## config.mk

```make
export PLATFORM = sky130hd
export DESIGN_NAME = telegraph_distortion_counter
export DESIGN_NICKNAME = d
export VERILOG_FILES = /design/src/common/telegraph_distortion_pkg.sv /design/src/verilog/telegraph_distortion_counter.sv /design/src/verilog/weighted_decade.sv
export SDC_FILE = /design/constraint.sdc
export NUM_CORES = 1
export LEC_CHECK = 0
export BUFFER_PORTS_ARGS = -buffer_cell sky130_fd_sc_hd__buf_2
export CORE_ASPECT_RATIO = 0.75
export CORE_MARGIN = 2
export CORE_UTILIZATION = 26
export CTS_CLUSTER_SIZE = 14
export DETAILED_ROUTE_END_ITERATION = 8
export HOLD_SLACK_MARGIN = 0.15
export SKIP_CTS_REPAIR_TIMING = 1
export SYNTH_ARGS = -nofsm -noshare
export SYNTH_HDL_FRONTEND = slang
export SYNTH_HIERARCHICAL = 1
export SYNTH_SLANG_ARGS = --single-unit
```

## constraint.sdc

```tcl
create_clock -name ref_clk -period 3 [get_ports ref_clk]
set_input_delay 0.15 -clock ref_clk [delete_from_list [all_inputs] [get_ports ref_clk]]
set_output_delay 0.15 -clock ref_clk [all_outputs]
set_load 0.01 [all_outputs]
```

## src/common/telegraph_distortion_pkg.sv

```systemverilog
package telegraph_distortion_pkg;

	// input synchroniser depth
	localparam int SYNC_STAGES = 2;

	// noise-rejection counter
	localparam int        NOISE_W         = 3;
	localparam logic [2:0] NOISE_SUB_AT   = 3'h4;
	localparam logic [2:0] NOISE_ADD_AT   = 3'h3;
	localparam logic [2:0] NOISE_REST_DN  = 3'h7;
	localparam logic [2:0] NOISE_REST_UP  = 3'h0;
	localparam logic [2:0] NOISE_RESET    = 3'h0;

	// 1-2-4-2 weighted decade codes
	localparam logic [3:0] CODE_ZERO = 4'h0;
	localparam logic [3:0] CODE_FOUR = 4'h4;
	localparam logic [3:0] CODE_FIVE = 4'hb;
	localparam logic [3:0] CODE_NINE = 4'hf;
	localparam logic [3:0] CODE_SKEW = 4'h6;
	localparam logic [3:0] VALUE_FIVE = 4'h5;
	localparam logic [3:0] VALUE_NINE = 4'h9;

	// centi-bit steps per bit, as two decades
	localparam int CENTI_PER_BIT = 100;

	// transition counter
	localparam int         TRANS_LINES   = 10;
	localparam logic [3:0] TRANS_LAST    = 4'h9;
	localparam logic [3:0] TRANS_RESET   = 4'h0;
	localparam int         STOP_LINE_5   = 6;
	localparam int         STOP_LINE_8   = 9;
	localparam int         START_LINE    = 0;

	// pin bundle positions in the synchroniser
	localparam int PIN_LINE   = 0;
	localparam int PIN_TB200  = 1;
	localparam int PIN_XFR    = 2;
	localparam int PIN_SSMODE = 3;
	localparam int PIN_FIVE   = 4;
	localparam int PIN_COUNT  = 5;

	// decimal value of a weighted code
	function automatic logic [3:0] weightedValue(input logic [3:0] code);
		weightedValue = code[3] ? 4'(code - CODE_SKEW) : code;
	endfunction

endpackage

```

## src/verilog/telegraph_distortion_counter.sv

```systemverilog
`timescale 1ns/100ps
`default_nettype none

// How it works
// - each line falling edge steps noise counter, down when early, up when late
// - down step landing on 4 removes a pulse, up step landing on 3 adds one
// - start-stop mode gates centi-bit clock off in stop, reopens at start edge
// - bit timing is the centi-bit clock divided by one hundred
// - transition counter stepped by bit timing drives ten active-low lines
// - five-level code: rise of line six clears start-detect flag before start
// - first edge spike with flag clear gives start reset and sets flag
// - stop transfer goes low when gate closes, high when line zero rises
// - centi-bit steps advance two decades 0..99, units wrap steps the tens
// - decades count in 1-2-4-2 code, four jumps to 1011
// - complemented decades count down from 99 while true outputs count up
// - bit timing low for counts 0..49, high for counts 50..99
// - up-count or down-count presented by bit timing, folding around zero
// - transfer pulse loads presented count into register, held until next
// - stored count is percent displacement early or late, 0 to 49
// - add-one flag marks downcount half readings, one short
// - centi-bit clock is the 200x timebase divided by two
// - subtract drops one timebase pulse, add also injects one centi-bit pulse
module telegraph_distortion_counter
	import telegraph_distortion_pkg::*;
(
	input  wire logic                   ref_clk,
	input  wire logic                   rst_n,
	input  wire logic                   lineSignal,
	input  wire logic                   timebase200,
	input  wire logic                   transferPulse,
	input  wire logic                   startStopMode,
	input  wire logic                   fiveLevelCode,
	output logic                        centiBitClock,
	output logic                        bitTiming,
	output logic [TRANS_LINES-1:0]      transitionLines_n,
	output logic                        lineEdgeSpike,
	output logic                        startResetPulse,
	output logic                        stopTransfer,
	output logic [3:0]                  distTens,
	output logic [3:0]                  distUnits,
	output logic                        addOneFlag
);

	// two-stage synchronisers for every pin
	logic [PIN_COUNT-1:0] pinMeta_q;
	logic [PIN_COUNT-1:0] pinSync_q;
	logic [PIN_COUNT-1:0] pinLast_q;
	logic [PIN_COUNT-1:0] pinRaw;

	assign pinRaw = {fiveLevelCode, startStopMode, transferPulse, timebase200, lineSignal};

	genvar gi;
	generate
		for (gi = 0; gi < PIN_COUNT; gi++)
		begin : g_sync
			always_ff @(posedge ref_clk)
			begin
				if (!rst_n)
				begin
					pinMeta_q[gi] <= 1'b0;
					pinSync_q[gi] <= 1'b0;
					pinLast_q[gi] <= 1'b0;
				end
				else
				begin
					pinMeta_q[gi] <= pinRaw[gi];
					pinSync_q[gi] <= pinMeta_q[gi];
					pinLast_q[gi] <= pinSync_q[gi];
				end
			end
		end
	endgenerate

	logic lineFall;
	logic tbFall;
	logic xfrRise;
	logic ssMode;
	logic fiveLevel;

	assign lineFall  = pinLast_q[PIN_LINE] & ~pinSync_q[PIN_LINE];
	assign tbFall    = pinLast_q[PIN_TB200] & ~pinSync_q[PIN_TB200];
	assign xfrRise   = ~pinLast_q[PIN_XFR] & pinSync_q[PIN_XFR];
	assign ssMode    = pinSync_q[PIN_SSMODE];
	assign fiveLevel = pinSync_q[PIN_FIVE];

	// decade counter state, driven by the instances below
	logic [3:0] unitsCode;
	logic [3:0] tensCode;
	logic       unitsWrap;
	logic       early;

	assign early = tensCode[3];

	// noise-rejection counter and correction requests
	logic [2:0] noiseCnt_q;
	logic [2:0] noiseCnt_d;
	logic [2:0] noiseStepped;
	logic       subReq;
	logic       addReq;

	assign noiseStepped = early ? 3'(noiseCnt_q - 3'h1) : 3'(noiseCnt_q + 3'h1);
	assign subReq = lineFall & early & (noiseStepped == NOISE_SUB_AT);
	assign addReq = lineFall & ~early & (noiseStepped == NOISE_ADD_AT);
	assign noiseCnt_d = subReq ? NOISE_REST_DN
		: addReq ? NOISE_REST_UP
		: lineFall ? noiseStepped
		: noiseCnt_q;

	// divide-by-two with pulse removal and injection
	logic div2_q;
	logic div2_d;
	logic suppressPend_q;
	logic suppressPend_d;
	logic injectPend_q;
	logic injectPend_d;
	logic dividerTick;
	logic injectNow;
	logic centiTick;
	logic suppressNow;

	assign suppressNow = tbFall & suppressPend_q;
	assign div2_d      = (tbFall & ~suppressPend_q) ? ~div2_q : div2_q;
	assign dividerTick = tbFall & ~suppressPend_q & div2_q;
	assign injectNow   = tbFall & ~suppressPend_q & injectPend_q & ~div2_q;
	assign centiTick   = dividerTick | injectNow;
	// a new request wins over the consuming edge
	assign suppressPend_d = (subReq | addReq) | (suppressPend_q & ~suppressNow);
	assign injectPend_d   = addReq | (injectPend_q & ~injectNow);

	// start-stop framing
	logic startDetect_q;
	logic startDetect_d;
	logic startReset;
	logic gateOpen;
	logic centiStep;
	logic selRise;
	logic lineZeroRise;
	logic stopXfer_q;
	logic stopXfer_d;

	assign startReset = ssMode & lineFall & ~startDetect_q;
	assign gateOpen   = ~ssMode | startDetect_q;
	assign centiStep  = centiTick & gateOpen;
	assign startDetect_d = startReset ? 1'b1
		: (ssMode & selRise) ? 1'b0
		: startDetect_q;
	assign stopXfer_d = (ssMode & selRise) ? 1'b0
		: lineZeroRise ? 1'b1
		: stopXfer_q;

	// distortion counter: units stepped by centi-bit steps, tens by units wrap
	weighted_decade u_units (
		.ref_clk (ref_clk),
		.rst_n   (rst_n),
		.step    (centiStep),
		.clear   (startReset),
		.code    (unitsCode),
		.wrap    (unitsWrap)
	);

	weighted_decade u_tens (
		.ref_clk (ref_clk),
		.rst_n   (rst_n),
		.step    (unitsWrap),
		.clear   (startReset),
		.code    (tensCode),
		.wrap    ()
	);

	// bit timing rises at weighted fifty in the tens decade
	logic bitTimingLast_q;
	logic btRise;

	assign btRise = early & ~bitTimingLast_q;

	// transition counter and its active-low lines
	logic [3:0]             transCnt_q;
	logic [3:0]             transCnt_d;
	logic [TRANS_LINES-1:0] transLines_q;
	logic [TRANS_LINES-1:0] transLines_d;

	assign transCnt_d = startReset ? TRANS_RESET
		: !btRise ? transCnt_q
		: (transCnt_q == TRANS_LAST) ? TRANS_RESET
		: 4'(transCnt_q + 4'h1);

	generate
		for (gi = 0; gi < TRANS_LINES; gi++)
		begin : g_lines
			assign transLines_d[gi] = (transCnt_d != 4'(gi));
		end
	endgenerate

	logic selLine;
	logic selLineLast_q;
	logic lineZeroLast_q;

	assign selLine      = fiveLevel ? transLines_q[STOP_LINE_5] : transLines_q[STOP_LINE_8];
	assign selRise      = selLine & ~selLineLast_q;
	assign lineZeroRise = transLines_q[START_LINE] & ~lineZeroLast_q;

	// presented count: up-count in late half, complement in early half
	logic [3:0] presTens;
	logic [3:0] presUnits;

	assign presTens  = early ? ~tensCode : tensCode;
	assign presUnits = early ? ~unitsCode : unitsCode;

	// distortion register
	logic [3:0] storedTens_q;
	logic [3:0] storedUnits_q;
	logic       addOne_q;
	logic       centiOut_q;
	logic       spike_q;
	logic       startPulse_q;

	always_ff @(posedge ref_clk)
	begin
		if (!rst_n)
		begin
			noiseCnt_q     <= NOISE_RESET;
			div2_q         <= 1'b0;
			suppressPend_q <= 1'b0;
			injectPend_q   <= 1'b0;
			startDetect_q  <= 1'b0;
			stopXfer_q     <= 1'b0;
		end
		else
		begin
			noiseCnt_q     <= noiseCnt_d;
			div2_q         <= div2_d;
			suppressPend_q <= suppressPend_d;
			injectPend_q   <= injectPend_d;
			startDetect_q  <= startDetect_d;
			stopXfer_q     <= stopXfer_d;
		end
	end

	always_ff @(posedge ref_clk)
	begin
		if (!rst_n)
		begin
			transCnt_q      <= TRANS_RESET;
			transLines_q    <= {TRANS_LINES{1'b1}};
			bitTimingLast_q <= 1'b0;
			selLineLast_q   <= 1'b1;
			lineZeroLast_q  <= 1'b1;
		end
		else
		begin
			transCnt_q      <= transCnt_d;
			transLines_q    <= transLines_d;
			bitTimingLast_q <= early;
			selLineLast_q   <= selLine;
			lineZeroLast_q  <= transLines_q[START_LINE];
		end
	end

	always_ff @(posedge ref_clk)
	begin
		if (!rst_n)
		begin
			storedTens_q  <= CODE_ZERO;
			storedUnits_q <= CODE_ZERO;
			addOne_q      <= 1'b0;
		end
		else if (xfrRise)
		begin
			storedTens_q  <= presTens;
			storedUnits_q <= presUnits;
			addOne_q      <= early;
		end
	end

	always_ff @(posedge ref_clk)
	begin
		if (!rst_n)
		begin
			centiOut_q   <= 1'b0;
			spike_q      <= 1'b0;
			startPulse_q <= 1'b0;
		end
		else
		begin
			centiOut_q   <= div2_q & gateOpen;
			spike_q      <= lineFall;
			startPulse_q <= startReset;
		end
	end

	assign centiBitClock     = centiOut_q;
	assign bitTiming         = early;
	assign transitionLines_n = transLines_q;
	assign lineEdgeSpike     = spike_q;
	assign startResetPulse   = startPulse_q;
	assign stopTransfer      = stopXfer_q;
	assign distTens          = storedTens_q;
	assign distUnits         = storedUnits_q;
	assign addOneFlag        = addOne_q;

	a_noise_step: assert property (@(posedge ref_clk) disable iff (!rst_n)
		lineFall && early && !subReq |=> noiseCnt_q == 3'($past(noiseCnt_q) - 3'h1))
		else $error("noise counter did not step down on early edge");

	a_sub_trigger: assert property (@(posedge ref_clk) disable iff (!rst_n)
		subReq |=> suppressPend_q && noiseCnt_q == NOISE_REST_DN)
		else $error("subtract request not latched");

	a_add_inject: assert property (@(posedge ref_clk) disable iff (!rst_n)
		addReq |=> injectPend_q && suppressPend_q)
		else $error("add request did not arm pulse injection");

	a_gate_closed: assert property (@(posedge ref_clk) disable iff (!rst_n)
		ssMode && !startDetect_q && !startReset |=> $stable(unitsCode))
		else $error("distortion counter moved while gate closed");

	a_half_level: assert property (@(posedge ref_clk) disable iff (!rst_n)
		bitTiming == (weightedValue(tensCode) >= VALUE_FIVE))
		else $error("bit timing level does not match count half");

	a_units_wrap: assert property (@(posedge ref_clk) disable iff (!rst_n)
		centiStep && !startReset && unitsCode == CODE_NINE
		|=> unitsCode == CODE_ZERO && tensCode != $past(tensCode))
		else $error("units wrap did not advance tens");

	a_code_legal: assert property (@(posedge ref_clk) disable iff (!rst_n)
		weightedValue(unitsCode) <= VALUE_NINE && weightedValue(tensCode) <= VALUE_NINE
		&& (unitsCode[3] || unitsCode <= CODE_FOUR))
		else $error("decade left weighted code");

	a_complement: assert property (@(posedge ref_clk) disable iff (!rst_n)
		weightedValue(~unitsCode) == 4'(VALUE_NINE - weightedValue(unitsCode)))
		else $error("complemented decade is not nines complement");

	a_spike_block: assert property (@(posedge ref_clk) disable iff (!rst_n)
		startReset |=> startDetect_q ##1 !startResetPulse)
		else $error("second start reset passed while flag set");

	a_stop_low: assert property (@(posedge ref_clk) disable iff (!rst_n)
		ssMode && selRise |=> !stopTransfer)
		else $error("stop transfer not low after gate closed");

	a_xfr_load: assert property (@(posedge ref_clk) disable iff (!rst_n)
		xfrRise |=> distTens == $past(presTens) && distUnits == $past(presUnits)
		&& addOneFlag == $past(early))
		else $error("transfer did not load presented count");

endmodule

`default_nettype wire

```

## src/verilog/weighted_decade.sv

```systemverilog
`timescale 1ns/100ps
`default_nettype none

module weighted_decade
	import telegraph_distortion_pkg::*;
(
	input  wire logic       ref_clk,
	input  wire logic       rst_n,
	input  wire logic       step,
	input  wire logic       clear,
	output logic [3:0]      code,
	output logic            wrap
);

	logic [3:0] code_q;
	logic [3:0] code_d;
	logic [3:0] codeInc;

	// four jumps to weighted five, nine returns to zero
	assign codeInc = (code_q == CODE_FOUR) ? CODE_FIVE
		: (code_q == CODE_NINE) ? CODE_ZERO
		: 4'(code_q + 4'h1);
	assign code_d = clear ? CODE_ZERO : step ? codeInc : code_q;
	assign wrap   = step & ~clear & (code_q == CODE_NINE);
	assign code   = code_q;

	always_ff @(posedge ref_clk)
	begin
		if (!rst_n)
			code_q <= CODE_ZERO;
		else
			code_q <= code_d;
	end

endmodule

`default_nettype wire

```

==> Yosys cells after proc, flatten, opt, wreduce, memory -nomap -nowiden <==
Cells that the tools add are included.
{ "word_totals": {"reg_bits": 58, "inputBits": 7, "word_cells": 120, "output_inout_bits": 24} }
{ "classes": {"bitwise_logic": 46, "addsub": 5, "n_eq_ne": 16, "n_mux": 16, "reduce_logical": 5} }
{ "ops": {"columns": ["cell", "n"], "rows": [
  ["$mux W4", 9],
  ["$and A1 B1 Y1", 24],
  ["$ne A4 B3 Y1 const B", 4],
  ["$not A1 Y1", 15],
  ["$add A4 B1 Y4 const B", 3],
  ["$eq A4 B4 Y1 const B", 3],
  ["$mux W3", 4],
  ["$eq A4 B3 Y1 const B", 2],
  ["$ne A4 B2 Y1 const B", 2],
  ["$ne A4 B4 Y1 const B", 2],
  ["$not A4 Y4", 2],
  ["$or A1 B1 Y1", 5],
  ["$ne A4 B1 Y1 const B", 1],
  ["$reduce_bool A4 Y1", 1],
  ["$reduce_or A2 Y1", 2],
  ["$add A3 B1 Y3 const B", 1],
  ["$eq A3 B2 Y1 const B", 1],
  ["$eq A3 B3 Y1 const B", 1],
  ["$mux W1", 3],
  ["$reduce_bool A3 Y1", 1],
  ["$sub A3 B1 Y3 const B", 1],
  ["$reduce_bool A2 Y1", 1]
]} }

==> Depth between registers and ports, before layout <==
{ "depth": {"ltp_word": 9, "mapped_depth": 7, "depth_no_buf": 7} }

==> Cells and area by module <==
The synthesis kept the hierarchy.
{ "modules_own_cells": {"columns": ["mod", "cells_per_inst", "n_inst", "area_each_um2", "seq_area_each_um2"], "rows": [
  ["telegraph_distortion_counter", 186, 1, 1856.8, 980.9],
  ["weighted_decade", 29, 2, 236.5, 80.1]
]} }

==> Worst setup path after synthesis <==
Ideal clock, no wire load.
{ "synth_timing": {"path_type": "register -> register", "start": "reg u_tens.code_q[3], in the netlist u_tens/code[3]", "end": "reg noiseCnt_q[2]", "synth_period_minus_slack_ns": 1.948, "t_required_ns": 2.930, "path_slack_ns": 1.052, "arrival_time_ns": 1.878, "n_path_buf": 1, "setup_ns": 0.070, "path_stages_with_launch": 7, "path_cell_list": "dfxtp_1 buf_4 inv_1 fa_1 xor2_1 or3_1 a21oi_1"} }
{ "synth_via": {"elab_chain_len": 5, "word_cells_on_any_way": 12, "cone_classes": "2 x eq/ne; 4 x mux; 5 x bitwise; 1 x reduce/logical"} }
{ "synth_rtl": {"columns": ["item", "line", "text"], "rows": [
  ["start: declaration", "weighted_decade.sv:15", "logic [3:0] code_q;"],
  ["start signal: assignment", "weighted_decade.sv:32", "code_q <= code_d;"],
  ["$mux W3 / $not A1 Y1 (equally long branches)", "telegraph_distortion_counter.sv:101, telegraph_distortion_counter.sv:103", null],
  ["$eq A3 B2 Y1 / $and A1 B1 Y1 (equally long branches)", "telegraph_distortion_counter.sv:103", "assign addReq = lineFall & ~early & (noiseStepped == NOISE_ADD_AT);"],
  ["$and A1 B1 Y1", "telegraph_distortion_counter.sv:103", null],
  ["$mux W3", "telegraph_distortion_counter.sv:105", ": addReq ? NOISE_REST_UP"],
  ["$mux W3", "telegraph_distortion_counter.sv:104", "assign noiseCnt_d = subReq ? NOISE_REST_DN"],
  ["end signal: assignment", "telegraph_distortion_counter.sv:230", "noiseCnt_q <= noiseCnt_d;"],
  ["end: declaration", "telegraph_distortion_counter.sv:95", "logic [2:0] noiseCnt_q;"]
]} }
Several ways; a longest one is shown, not always the timed one. The select of a mux whose other input is x is not followed.
A chain may end at the register's enable or synchronous reset.

==> Worst setup path in the final report <==
{ "layout_timing": {"start": "reg pinSync_q[1]", "end": "reg u_tens.code_q[3], in the netlist u_tens/code[3]"} }
{ "layout_via": {"elab_chain_len": 9, "word_cells_on_any_way": 10, "cone_classes": "10 x bitwise"} }
{ "layout_rtl": {"columns": ["item", "line", "text"], "rows": [
  ["start: declaration", "telegraph_distortion_counter.sv:46", "logic [PIN_COUNT-1:0] pinSync_q;"],
  ["start signal: indexed assignment", "telegraph_distortion_counter.sv:67", "pinSync_q[gi] <= pinMeta_q[gi];"],
  ["$not A1 Y1 (*)", "telegraph_distortion_counter.sv:81", "assign tbFall = pinLast_q[PIN_TB200] & ~pinSync_q[PIN_TB200];"],
  ["$and A1 B1 Y1 (*)", "telegraph_distortion_counter.sv:81", null],
  ["$and A1 B1 Y1 (*)", "telegraph_distortion_counter.sv:123, telegraph_distortion_counter.sv:124", null],
  ["$and A1 B1 Y1 (2 in a row)", "telegraph_distortion_counter.sv:124", "assign injectNow = tbFall & ~suppressPend_q & injectPend_q & ~div2_q;"],
  ["$or A1 B1 Y1 (*)", "telegraph_distortion_counter.sv:125", "assign centiTick = dividerTick | injectNow;"],
  ["$and A1 B1 Y1 (*)", "telegraph_distortion_counter.sv:143", "assign centiStep = centiTick & gateOpen;"],
  ["named net centiStep", "telegraph_distortion_counter.sv:135", "logic centiStep;"],
  ["$and A1 B1 Y1 (*) (2 in a row)", "weighted_decade.sv:24", "assign wrap = step & ~clear & (code_q == CODE_NINE);"],
  ["named net unitsWrap", "telegraph_distortion_counter.sv:89", "logic unitsWrap;"]
]} }
The timed path passes the listed nets; every way through them passes the cells marked *.

==> impl_metrics.yaml <==
timing:
  timing.fmax_mhz: 458
  finalHoldViolCount: 0
  maxSlewViolCount: 0
  tns_ns: 0
  rsz0062_at_grt: "false"
  post-route-period-util_pct: 72.8
  max-slew-margin-rel_pct: 33.3
  fin_worst_skew_ns: 0.00606
  period_minus_slack_ns: 2.18
  setup_viol: 0
  worst_pin_slew_ns: 0.998
power:
  p_sw_uw: 363
  p_clk_share_pct: 51.7
  power_leakage_uw: 0.00114
  seq_power_share_pct: 45.1
  power_density_nw_per_um2: 603
  p_sw_share_pct: 20.9
  comb_power_share_pct: 3.2
  p_int_uw: 1370
  ir_drop_uv: 227
drt:
  wl_um: 4640
  drt_iter0_drc: 53
  drc_errors: 2
  wire_per_inst_um: 11.9
  antenna_left: 0
  avgViaCountPerCell: 4.51
  vias: 1763
  dr.pass1.iters: 6
floorplanning:
  rows: 29
  die_area_um2: 9710
  io_pins: 31
  start_util_pct: 27.1
  fp.dieH_um: 85.8
  core_area_um2: 8560
  fp.dieW_um: 113
logic_synthesis:
  postSynthCellCount: 242
  syn_area_um2: 2320
  postSynthAreaPerCell_um2: 9.59
  synth_fp_nets: 257
  synth_warnings: 6
finish:
  post-route-cell-area_um2: 2880
  fillers: 884
  synthToLayoutAreaGrowth_pct: 23.9
  antenna_cells: 0
  final_cell_mix: "57 x dfxtp_1, 29 x buf_2, 19 x nor2_1"
  instances_no_fill: 391
  final_common_cell: "dfxtp_1"
  fin_nets: 294
  drive_gt1_share_pct: 17.7
worst_setup_path:
  endpoint_kind: "flip-flop"
  reg2reg_to: "u_tens/code[3]"
  path_class: "flip-flop to flip-flop"
  crit_path_start_kind: "flip-flop"
  cp.required_ns: 3.20
  cp_max_fo: 6
  rrSetupSlack_ns: 0.82
  crit-reg2reg-launch: "pinSync_q[1]"
  reg2regPathDepth: 6
  arrival_ns: 2.38
placed_design:
  gp_congestion: 0.844
  portBuffers: 29
  place_inst: 371
  post_dp_cell_area_um2: 2560
  hpwl_um: 3130
grt:
  antenna_found_initial: 0
  grt_pass1_wl_um: 7600
  grt_start_max_net_pins: 24
  grt_usage_pct: 10.2
  overflow: 0
  grt_pass1_vias: 1638
clock_tree:
  htree_levels: 3
  clkTransAtPathRegs_ns: 0.05
  cts_buffer_depth: 2
  cts_tree: "yes"
  clock_latency_ns: 0.32
  cts_root_buffer: "clkbuf_16"
  clock-sinks: 57
  cts_buffers: 9
worst_hold_path:
  hold_path.class: "primary input to flip-flop"
  worstHoldPathCells: 2
  holdPathEnd: "selLineLast_q"
  hp-start: "rst_n"
run_status:
  status: "complete, but fails checks"
  violations: "design-rule violations"
flow_run:
  cap_violations: 0
## final cells by class
class	count	area, µm²	area share, %
multi-input cells	162	1080	37.6
repair buffers	35	203	7.05
clock buffers	12	246	8.57
well taps	108	135	4.70
flip-flops and latches	57	1140	39.7
inverters	14	52.6	1.83
clock inverters	3	17.5	0.609
## per-layer routing
layer | vias up | routed length [µm] | track usage (%)
met5 | - | 0 | 0
met4 | 0 | 128 | 6.21
met3 | 11 | 206 | 3.67
met2 | 35 | 1920 | 14.3
met1 | 818 | 2390 | 13.4
li1 | 899 | - | -
## critical path, stage by stage (launching register included)
cell,delay (ns)
dfxtp_1,0.33
nor3b_1,0.30
o211a_1,0.30
nand2_2,0.10
nor3_1,0.55
nand2_2,0.14
o311a_1,0.35
## metrics by stage
| step | setup slack (ns) | total power (µW) | util, % | hold WS (ns) |
|---|---|---|---|---|
| after floorplan | 1.07 | 831 | - | 0.277 |
| after global placement | 0.941 | 848 | 29.9 | 0.357 |
| after detailed placement | 0.849 | 849 | 29.9 | 0.360 |
| after CTS | 0.825 | 1760 | 33.0 | 0.0176 |
| after global routing | 0.700 | 1800 | 33.6 | 0.205 |
| final | 0.816 | 1740 | 33.6 | 0.175 |
## how the worst max path moves through the flow
stage / cells past startpoint / end / slack, ns / start
3_3_place_gp: 6 / u_tens/code[3] / 0.94 / pinSync_q[1]
4_1_cts: 6 / u_tens/code[3] / 0.83 / pinSync_q[1]
6_report: 6 / u_tens/code[3] / 0.82 / pinSync_q[1]
5_1_grt: 6 / u_tens/code[3] / 0.70 / pinSync_q[1]
3_5_place_dp: 7 / u_tens/code[2] / 0.85 / pinSync_q[1]
2_1_floorplan: 6 / noiseCnt_q[2] / 1.07 / u_tens/code[3]
## flip-flops by register name, summed over array words and instances (netlist names), 3 cells and up
register and cells:
pinSync_q 3, u_tens/code 4, distTens 3, noiseCnt_q 3, transCnt_q 4, pinMeta_q 5, u_units/code 4, distUnits 4
transitionLines_n 10, pinLast_q 3
## power by group through the flow
stage | clock (µW) | sequential [µW] | combinational [µW]
3_3_place_gp | 0 | 796 | 51.2
2_1_floorplan | 0 | 799 | 32.2
3_5_place_dp | 0 | 797 | 51.5
6_report | 897 | 782 | 55.7
5_1_grt | 952 | 783 | 62.4
4_1_cts | 925 | 782 | 51.7
Power figures use the tool's default switching activity.
